$ cat config.mk
export PLATFORM = sky130hd
export DESIGN_NAME = svs_top
export DESIGN_NICKNAME = d
export VERILOG_FILES = /design/src/svs_pkg.sv /design/src/svs_mon_if.sv /design/src/svs_clock_monitor.sv /design/src/svs_top.sv
export SDC_FILE = /design/constraint.sdc
export NUM_CORES = 1
export LEC_CHECK = 0
export BUFFER_PORTS_ARGS = -buffer_cell sky130_fd_sc_hd__buf_2
export CORE_ASPECT_RATIO = 0.5
export CORE_MARGIN = 5
export CORE_UTILIZATION = 60
export CTS_BUF_LIST = sky130_fd_sc_hd__clkbuf_8
export DETAILED_ROUTE_END_ITERATION = 10
export PLACE_DENSITY = 0.93
export SLEW_MARGIN = 30
export SYNTH_ARGS = -nofsm -noshare
export SYNTH_HDL_FRONTEND = slang
export SYNTH_HIERARCHICAL = 1
export SYNTH_SLANG_ARGS = --single-unit
$ cat constraint.sdc
create_clock -name hclk -period 6.6 [get_ports hclk]
set_clock_uncertainty 0.2 [all_clocks]
set_input_delay 0.33 -clock hclk [delete_from_list [all_inputs] [get_ports hclk]]
set_output_delay 0.33 -clock hclk [all_outputs]
set_load 0.005 [all_outputs]
$ cat src/svs_pkg.sv
// Purpose: shared constants and types of the service window supervisor
// Assumes: one clock, hclk at 25 MHz, one hclk cycle per instruction cycle
// Notes:   offsets are byte addresses on the register bus
package svs_pkg;
  // ---------------------------------------------------------------
  // clock and timing
  // ---------------------------------------------------------------
  localparam int          CLK_MHZ            = 25;
  localparam logic [16:0] LOWER_LIMIT        = 17'h00100; // 256 cycles
  localparam int          UPPER_BASE_DEFAULT = 8192;      // 8k cycles
  localparam logic [4:0]  FAULT_HOLD_CYC     = 5'h18;     // 24, in 16..32
  localparam int          CM_TIMEOUT_US      = 1000;      // oscillator gap
  localparam int          CM_TIMEOUT_CYC     = CM_TIMEOUT_US * CLK_MHZ;
  localparam int          PROG_SIZE_DEFAULT  = 4096;      // program words

  // ---------------------------------------------------------------
  // register offsets
  // ---------------------------------------------------------------
  localparam logic [7:0] ADDR_SVC   = 8'h00;
  localparam logic [7:0] ADDR_OPT   = 8'h04;
  localparam logic [7:0] ADDR_MODE  = 8'h08;
  localparam logic [7:0] ADDR_CORE  = 8'h0c;
  localparam logic [7:0] ADDR_FETCH = 8'h10;
  localparam logic [7:0] ADDR_SP    = 8'h14;
  localparam logic [7:0] ADDR_RAM   = 8'h18;

  // ---------------------------------------------------------------
  // field layouts and reset values
  // ---------------------------------------------------------------
  localparam int         SVC_SEL_LO  = 6;
  localparam int         SVC_KEY_LO  = 1;
  localparam int         SVC_CM_BIT  = 0;
  localparam logic [4:0] KEY_VALUE   = 5'h0c;   // 01100
  localparam logic [1:0] SEL_RESET   = 2'h3;
  localparam logic       CM_RESET    = 1'b1;
  localparam int         OPT_RC_BIT  = 0;
  localparam int         OPT_DLY_BIT = 1;
  localparam int         OPT_DIS_BIT = 2;
  localparam logic [2:0] OPT_RESET   = 3'h0;
  localparam int         MODE_HALT_BIT = 0;
  localparam int         MODE_IDLE_BIT = 1;
  localparam int         CORE_PENDING_RESET_INSTRUCTION_BIT = 0;
  localparam int         CORE_TRAP_BIT = 1;
  localparam logic [7:0] SP_RESET      = 8'h6f;
  localparam logic [6:0] RAM_UNUSED_LO = 7'h70;

  // supervisor states
  typedef enum logic [3:0] {
    SVS_ARMED  = 4'b0001,
    SVS_RUN    = 4'b0010,
    SVS_FDRIVE = 4'b0100,
    SVS_FWAIT  = 4'b1000
  } svs_state_t;
endpackage : svs_pkg

$ cat src/svs_mon_if.sv
// Purpose: link between supervisor top and clock monitor
// Assumes: both ends on hclk
// Notes:   enable is level, hold is level
`timescale 1ns/1ps
`default_nettype none
interface svs_mon_if;
  logic cm_enable;  // monitor allowed to act
  logic cm_hold;    // monitor wants the fault pin low
  modport sup (output cm_enable, input cm_hold);
  modport mon (input cm_enable, output cm_hold);
endinterface : svs_mon_if
`default_nettype wire

$ cat src/svs_clock_monitor.sv
// Purpose: oscillator presence monitor
// Assumes: oscillator_input is asynchronous to hclk
// Notes:   any edge of the oscillator restarts the gap timer
`timescale 1ns/1ps
`default_nettype none
module svs_clock_monitor
  import svs_pkg::*;
#(
  parameter int TIMEOUT_CYC = svs_pkg::CM_TIMEOUT_CYC
) (
  // clock and reset
  input  wire logic  hclk,
  input  wire logic  hresetn,
  // link to supervisor
  svs_mon_if.mon     mon,
  // pin
  input  wire logic  oscillator_input
);
  import svs_pkg::*;

  typedef struct packed {
    logic [2:0]  sync;
    logic        lvl;
    logic [23:0] cnt;
    logic        err;
    logic [4:0]  rec;
    logic        hold;
  } svs_mon_state_t;

  svs_mon_state_t q;
  svs_mon_state_t n;
  logic           edge_seen;

  // ---------------------------------------------------------------
  // next state
  // ---------------------------------------------------------------
  always_comb begin
    n         = q;
    edge_seen = 1'b0;
    n.sync    = {q.sync[1:0], oscillator_input};
    // filter: second and third stage agree before a change counts
    if (q.sync[1] == q.sync[2] && q.sync[2] != q.lvl) begin
      n.lvl     = q.sync[2];
      edge_seen = 1'b1;
    end
    if (!mon.cm_enable) begin
      n.cnt  = 24'h000000;
      n.err  = 1'b0;
      n.rec  = 5'h00;
    end else begin
      // a gap of 1 ms sits between 10 us and 10 ms half periods
      if (edge_seen) begin
        n.cnt = 24'h000000;
      end else if (q.cnt != 24'(TIMEOUT_CYC - 1)) begin
        n.cnt = q.cnt + 24'h000001;
      end else begin
        n.err = 1'b1;
      end
      // clock back: keep low a further 24 cycles, then let go
      if (q.err && edge_seen) begin
        n.err = 1'b0;
        n.rec = FAULT_HOLD_CYC;
      end else if (q.rec != 5'h00) begin
        n.rec = q.rec - 5'h01;
      end
    end
    n.hold = n.err | (n.rec != 5'h00);
  end

  // register; reset inhibits the detector
  always_ff @(posedge hclk or negedge hresetn) begin
    if (!hresetn) begin
      q <= '0;
    end else begin
      q <= n;
    end
  end

  assign mon.cm_hold = q.hold;
endmodule : svs_clock_monitor
`default_nettype wire

$ cat src/svs_top.sv
// Purpose: service window supervisor with clock monitor, AHB-Lite slave
// Assumes: one hclk cycle is one instruction cycle
// Notes:   fault pin is open drain, driven low only
`timescale 1ns/1ps
`default_nettype none
module svs_top
  import svs_pkg::*;
#(
  parameter int UPPER_BASE_CYCLES = svs_pkg::UPPER_BASE_DEFAULT,
  parameter int CM_TIMEOUT_CYCLES = svs_pkg::CM_TIMEOUT_CYC,
  parameter int PROG_SIZE         = svs_pkg::PROG_SIZE_DEFAULT
) (
  // clock and reset
  input  wire logic        hclk,
  input  wire logic        hresetn,
  // AHB-Lite slave
  input  wire logic        hsel,
  input  wire logic [31:0] haddr,
  input  wire logic [1:0]  htrans,
  input  wire logic        hwrite,
  input  wire logic [2:0]  hsize,
  input  wire logic [31:0] hwdata,
  input  wire logic        hready,
  output logic             hreadyout,
  output logic             hresp,
  output logic [31:0]      hrdata,
  // pins
  input  wire logic        oscillator_input,
  input  wire logic        fault_pin_in,
  output logic             fault_pin_out,
  output logic             fault_pin_oe,
  // core status
  output logic             trap_pending_flag,
  output logic             interrupts_blocked
);
  import svs_pkg::*;

  // ---------------------------------------------------------------
  // state
  // ---------------------------------------------------------------
  typedef struct packed {
    svs_state_t  st;
    logic [2:0]  pin_sync;
    logic        pin_lvl;
    logic [1:0]  sel;
    logic        cm_en;
    logic        configured;
    logic [16:0] cnt;
    logic [4:0]  hold_cnt;
    logic [2:0]  opt;
    logic        halt;
    logic        idle;
    logic        trap;
    logic [7:0]  sp;
    logic [6:0]  ram_addr;
    logic        wr_pend;
    logic        rd_pend;
    logic [7:0]  addr;
    logic        ready;
    logic [31:0] rdata;
    logic        oe;
    logic        pin_out;
  } svs_top_state_t;

  svs_top_state_t q;
  svs_top_state_t n;

  svs_mon_if mon_link ();

  logic        enabled;
  logic        ahb_go;
  logic        wr_fire;
  logic        svc_wr;
  logic [7:0]  wdat;
  logic [16:0] upper_m1;
  logic        timing_run;
  logic        restart_evt;
  logic        key_ok;
  logic        all_ok;
  logic        go_fault;
  logic        trap_set;
  logic        trap_clr;
  logic        new_halt;
  logic        new_idle;

  // ---------------------------------------------------------------
  // clock monitor
  // ---------------------------------------------------------------
  svs_clock_monitor #(
    .TIMEOUT_CYC      (CM_TIMEOUT_CYCLES)
  ) u_mon (
    .hclk             (hclk),
    .hresetn          (hresetn),
    .mon              (mon_link.mon),
    .oscillator_input (oscillator_input)
  );

  // monitor acts only with the supervisor enabled and selected
  assign mon_link.cm_enable = q.cm_en & ~q.opt[OPT_DIS_BIT];

  // ---------------------------------------------------------------
  // next state
  // ---------------------------------------------------------------
  always_comb begin
    n           = q;
    enabled     = ~q.opt[OPT_DIS_BIT];
    wdat        = hwdata[7:0];
    ahb_go      = hsel & hready & htrans[1];
    wr_fire     = q.wr_pend & hready;
    go_fault    = 1'b0;
    trap_set    = 1'b0;
    trap_clr    = 1'b0;
    new_halt    = q.halt;
    new_idle    = q.idle;
    // 8k shifted by window select; 64k still fits 17 bits
    upper_m1    = (17'(UPPER_BASE_CYCLES) << q.sel) - 17'h00001;
    key_ok      = wdat[5:1] == KEY_VALUE;
    all_ok      = key_ok && wdat[7:6] == q.sel
                  && wdat[SVC_CM_BIT] == q.cm_en;
    // service register writes during an active fault pin are dropped
    svc_wr      = wr_fire && q.addr == ADDR_SVC && enabled
                  && !q.oe;

    // fault pin sync: three stages, change once 2nd and 3rd agree
    n.pin_sync = {q.pin_sync[1:0], fault_pin_in};
    if (q.pin_sync[1] == q.pin_sync[2]) begin
      n.pin_lvl = q.pin_sync[2];
    end

    // bus: writes take no wait, reads take one wait state so that
    // a read right after a write sees the written value
    n.wr_pend = ahb_go & hwrite;
    n.rd_pend = ahb_go & ~hwrite;
    n.ready   = ~(ahb_go & ~hwrite);
    if (ahb_go) begin
      n.addr = haddr[7:0];
    end
    if (q.rd_pend) begin
      n.ready = 1'b1;
      case (q.addr)
        ADDR_SVC:  n.rdata = {24'h000000, q.sel, 5'h00, q.cm_en};
        ADDR_OPT:  n.rdata = {29'h00000000, q.opt};
        ADDR_MODE: n.rdata = {24'h000000, q.trap, q.configured,
                              mon_link.cm_hold, q.oe, 2'h0,
                              q.idle, q.halt};
        ADDR_CORE: n.rdata = {30'h00000000, 1'b0, q.trap};
        ADDR_SP:   n.rdata = {24'h000000, q.sp};
        // unused RAM from 70 upward reads as ff, the upper bytes zero
        ADDR_RAM:  n.rdata = (q.ram_addr >= RAM_UNUSED_LO)
                             ? 32'h000000ff : 32'h00000000;
        default:   n.rdata = 32'h00000000;
      endcase
    end

    // register writes other than the service register
    if (wr_fire) begin
      case (q.addr)
        ADDR_OPT: n.opt = wdat[2:0];
        ADDR_MODE: begin
          new_halt = wdat[MODE_HALT_BIT];
          new_idle = wdat[MODE_IDLE_BIT];
        end
        ADDR_CORE: begin
          trap_clr = wdat[CORE_PENDING_RESET_INSTRUCTION_BIT];
          trap_set = wdat[CORE_TRAP_BIT];
        end
        // a fetch beyond program memory yields opcode 00, a trap
        ADDR_FETCH: trap_set = hwdata[15:0] >= 16'(PROG_SIZE);
        ADDR_SP:  n.sp = wdat;
        ADDR_RAM: n.ram_addr = wdat[6:0];
        default: ;
      endcase
    end
    n.halt = new_halt;
    n.idle = new_idle;

    // idle exit services; halt exit reloads unless RC without delay
    restart_evt = (q.idle && !new_idle)
                  || (q.halt && !new_halt
                      && !(q.opt[OPT_RC_BIT]
                           && !q.opt[OPT_DLY_BIT]));
    timing_run  = !q.halt && !q.idle;

    // supervisor sequence
    case (q.st)
      SVS_ARMED: begin
        if (svc_wr) begin
          // first write: no lower limit, fixes window and monitor
          if (key_ok) begin
            n.sel        = wdat[7:SVC_SEL_LO];
            n.cm_en      = wdat[SVC_CM_BIT];
            n.configured = 1'b1;
            n.cnt        = 17'h00000;
            n.st         = SVS_RUN;
          end else begin
            go_fault = 1'b1;
          end
        end else if (restart_evt) begin
          n.cnt = 17'h00000;
        end else if (timing_run) begin
          if (q.cnt == upper_m1) begin
            go_fault = 1'b1;
          end else begin
            n.cnt = q.cnt + 17'h00001;
          end
        end
      end
      SVS_RUN: begin
        if (svc_wr) begin
          if (all_ok && q.cnt >= LOWER_LIMIT) begin
            n.cnt = 17'h00000;
          end else begin
            go_fault = 1'b1;
          end
        end else if (restart_evt) begin
          n.cnt = 17'h00000;
        end else if (timing_run) begin
          if (q.cnt == upper_m1) begin
            go_fault = 1'b1;
          end else begin
            n.cnt = q.cnt + 17'h00001;
          end
        end
      end
      SVS_FDRIVE: begin
        // count only once the pin has really fallen
        if (!q.pin_lvl) begin
          if (q.hold_cnt == FAULT_HOLD_CYC - 5'h01) begin
            n.st = SVS_FWAIT;
          end else begin
            n.hold_cnt = q.hold_cnt + 5'h01;
          end
        end
      end
      SVS_FWAIT: begin
        // window restarts when the pin is seen high again
        if (q.pin_lvl) begin
          n.cnt = 17'h00000;
          n.st  = q.configured ? SVS_RUN : SVS_ARMED;
        end
      end
      default: begin
        n.st = SVS_ARMED;
      end
    endcase

    if (go_fault) begin
      n.st       = SVS_FDRIVE;
      n.hold_cnt = 5'h00;
    end
    // disabled: pin is ordinary, detector parked
    if (!enabled) begin
      n.st  = q.configured ? SVS_RUN : SVS_ARMED;
      n.cnt = 17'h00000;
    end

    // either detector alone pulls the pin
    n.oe      = enabled && (n.st == SVS_FDRIVE
                            || mon_link.cm_hold);
    n.pin_out = 1'b0;

    // trap flag: a set in the same cycle as a clear wins
    if (trap_set) begin
      n.trap = 1'b1;
    end else if (trap_clr) begin
      n.trap = 1'b0;
    end
  end

  // ---------------------------------------------------------------
  // registers
  // ---------------------------------------------------------------
  always_ff @(posedge hclk or negedge hresetn) begin
    if (!hresetn) begin
      q            <= '0;
      q.st         <= SVS_ARMED;
      q.sel        <= SEL_RESET;
      q.cm_en      <= CM_RESET;
      q.opt        <= OPT_RESET;
      q.sp         <= SP_RESET;
      q.pin_sync   <= 3'h7;
      q.pin_lvl    <= 1'b1;
      q.ready      <= 1'b1;
    end else begin
      q <= n;
    end
  end

  // outputs straight from flops; hresp tied low
  assign hreadyout          = q.ready;
  assign hresp              = 1'b0;
  assign hrdata             = q.rdata;
  assign fault_pin_out      = q.pin_out;
  assign fault_pin_oe       = q.oe;
  assign trap_pending_flag  = q.trap;
  assign interrupts_blocked = q.trap;
endmodule : svs_top
`default_nettype wire

==> summary.txt <==
Status
  – Outcome: finished, final reports clean

Setup path
  – CP cell instances: nor4_1 -> nand2_1 -> o31ai_4 -> nand2b_1 -> or4_1 -> nand3_1
  – Number of buffer and inverter stages on the critical path: 0
  – Cell type group with the largest total delay on the critical path: simple AND/OR/NAND/NOR gates
  – Critical path arrival: 3.15 ns
  – Delay contributed by the slowest stage of the critical path: 0.70 ns
  – Nature of the critical path startpoint: flip-flop
  – Crit path required time: 6.67 ns
  – Library cell contributing the largest single delay on the critical path: sky130_fd_sc_hd__o31ai_4
  – Setup crit end kind: flip-flop
  – Class of the most critical setup path: flip-flop to flip-flop
  – Largest fanout on the critical path: 17

Timing
  – Final setup violation count: 0
  – Max frequency: 325 MHz
  – Slew Viols, Final: 0
  – Least setup slack across all paths after layout: 3.52 ns
  – Period minus WS final: 3.08 ns
  – Total Neg Setup Slack: 0 ns
  – Slew at the pin closest to its max-slew limit: 0.754 ns
  – RSZ-0062 raised after global routing: false
  – Headroom to the max-slew limit: 49.7%
  – Final clock period utilization by the worst path: 46.7%
  – Number of hold violations in the final report: 0

Clock network
  – Maximum root-to-sink buffer count: 2
  – Clock sink count: 106
  – TritonCTS Buffers: 9
  – Insertion delay to the later sink of the worst-skew pair: 0.39 ns
  – CTS tree: yes
  – Number of H-tree levels: 3
  – Clock-pin transition on the worst setup and hold timing paths: 0.11 ns
  – Clock tree root buffer cell: sky130_fd_sc_hd__clkbuf_8

Synth
  – Synth async-reset ratio: 100%
  – Most frequently used flop master after synthesis: sky130_fd_sc_hd__dfrtp_1
  – Mean instance size in the synthesized netlist: 9.97 µm²
  – Warnings, synthesis: 6
  – Number of standard cells after synthesis: 579
  – Number of distinct library cells after synthesis: 73
  – Synth Register Bits: 106
  – Seq/Total Area, Yosys: 46.3%
  – Number of synthesized flops with an enable pin: 0
  – Area of the mapped netlist: 5770 µm²

Power
  – PwrDens: 207 nW/µm²
  – P_leak: 0.00267 µW
  – Worst ir drop on vdd: 0.118 mV

Detailed routing
  – Total Wirelength: 12500 µm
  – Iteration-0 DRC Markers: 371
  – Vias after detailed routing: 4542
  – WL per Instance: 16.5 µm
  – Number of search-and-repair iterations in the first detailed-routing pass: 5
  – Via density per instance: 6.02
  – Post-detailed-route count of antenna-violating nets: 0
  – DRC Markers: 0

Final layout
  – Most frequent cells in the layout: 91 x sky130_fd_sc_hd__dfrtp_1, 58 x sky130_fd_sc_hd__nand2_1, 54 x sky130_fd_sc_hd__nor2_1, 38 x sky130_fd_sc_hd__buf_2, 27 x sky130_fd_sc_hd__nand3_1
  – Ant. Diodes: 0
  – Most common cell after layout, fill and taps aside: sky130_fd_sc_hd__dfrtp_1
  – Final layout net count: 697
  – Share of final-layout standard cells stronger than drive strength 1: 18.7%
  – Final std cells w/o fill: 755
  – Fill cell total of the finished layout: 662
  – Relative area change from synthesis to final layout: 7.39%

Hold path
  – Hold Crit Class: input port to flip-flop

Placed design
  – GPL Wtd Cong: 0.913
  – Dpl ws: 3.61 ns
  – Placed Cells: 727
  – Final HPWL from detailed placement: 8380 µm
  – Number of port buffers: 39

Die
  – Total core area: 9420 µm²
  – Effective utilization at floorplan: 61.3%
  – Die outline area: 11800 µm²
  – Die X-Extent: 149 µm
  – Vertical die dimension: 79.3 µm
  – Boundary Pins: 114
  – Number of standard-cell rows in the floorplan: 25

Run
  – Max-cap violations: 0

Global route
  – Global-route wire length before repair: 21100 µm
  – Total routing usage reported by global routing: 22.1%
  – Via count of the first global-routing pass: 4468
  – Pin count of the biggest net entering global routing: 61
  – Number of antenna violations at the first check in global routing: 0
  – Gr ovfl total: 0
==> registers in the layout, summed over array words and instances, names as in the netlist <==
name / flops
hreadyout: 1
fault_pin_oe: 1
u_mon/mon.cm_hold: 1
n: 2
interrupts_blocked: 1
u_mon/n: 2
q: 58
hrdata: 8
u_mon/q: 32
==> layer usage <==
layer  track usage [%]  vias to the layer above  part of all wire [%]
met5                 0                        -                     0
met4              9.77                        0                   2.6
met3              3.99                       40                   5.4
met2              38.2                      170                    51
met1              27.3                     2233                    41
li1                  -                     2099                     -
==> layout make-up <==
type                            count  area, µm²  share of cell area (%)
Clock buffer                        9        124                    2.00
Clock inverter                      6       67.6                    1.09
Inverter                           15       56.3                   0.909
Multi-Input combinational cell    431       2770                    44.8
Sequential cell                   106       2670                    43.1
Tap cell                          135        169                    2.73
Timing Repair Buffer               53        335                    5.41
==> worst reg2reg max path: stages (launching register included) <==
cell	delay, ns
sky130_fd_sc_hd__dfrtp_1	0.44
sky130_fd_sc_hd__nor4_1	0.46
sky130_fd_sc_hd__nand2_1	0.21
sky130_fd_sc_hd__o31ai_4	0.70
sky130_fd_sc_hd__nand2b_1	0.66
sky130_fd_sc_hd__or4_1	0.21
sky130_fd_sc_hd__nand3_1	0.07
==> power breakdown <==
part           internal [µW]  switching (µW)  leakage, µW
Combinational           58.9            90.0      0.00119
Sequential               688            47.6      0.00139
Clock                    175             224    0.0000917
Total                    921             361      0.00267
==> through the flow <==
step | total power, µW | hold WS [ns] | instance area [µm²] | util (%)
6_report | 1280 | 0.0160 | 6200 | 65.8
5_1_grt | 1340 | 0.00616 | 6200 | 65.8
3_3_place_gp | 870 | 0.135 | 5870 | 62.3
2_1_floorplan | 841 | -0.166 | 5860 | -
3_5_place_dp | 882 | 0.135 | 5870 | 62.3
4_1_cts | 1280 | 0.00494 | 6180 | 65.6
==> timing repair <==
action / in CTS / in global routing
gates resized for setup: 0 / 0
setup buffers: 0 / 0
hold buffers: 12 / 1
hold endpoints to repair: 56 / 1
==> cell families after synthesis <==
kind of cell	share of synthesized area, %
xor gates and xnor gates	4.40
buffers and inverters	7.37
muxes	4.81
DFF	46.3
other	0.0650
AOI/OAI and AO/OA	13.6
adders and majority gates	1.43
and+or+nand+nor	22.1
==> worst paths after layout <==
kind                             start          end  slack [ns]  depth (start not counted)
max                              q[40]        q[77]        3.52                          6
min                          hwdata[5]        q[57]        0.02                          2
max reg2reg                      q[40]        q[77]        3.52                          6
min reg2reg                u_mon/n[33]  u_mon/n[34]        0.15                          0
max in group asynchronous      hresetn        q[84]        4.75                          3
min in group asynchronous      hresetn  u_mon/q[17]        0.29                          2
==> synth_stat cells (all sizes together), types with 8 or more instances <==
cell type | count | area share [%]
nand2 | 59 | 3.9
nor2 | 55 | 3.7
a21oi | 12 | 1.0
dfrtp | 91 | 39
nor4 | 9 | 1.5
xnor2 | 14 | 2.1
xor2 | 15 | 2.3
o21ai | 33 | 3.1
mux2 | 22 | 4.3
buf | 47 | 6.0
a22o | 9 | 1.4
nand3 | 28 | 2.6
nand4 | 12 | 1.4
nor3 | 17 | 1.6
inv | 14 | 0.91
o31ai | 12 | 1.9
dfstp | 15 | 6.8
a31oi | 9 | 0.98
or3 | 8 | 0.87
Note: power is estimated with default switching activity, not from simulation.
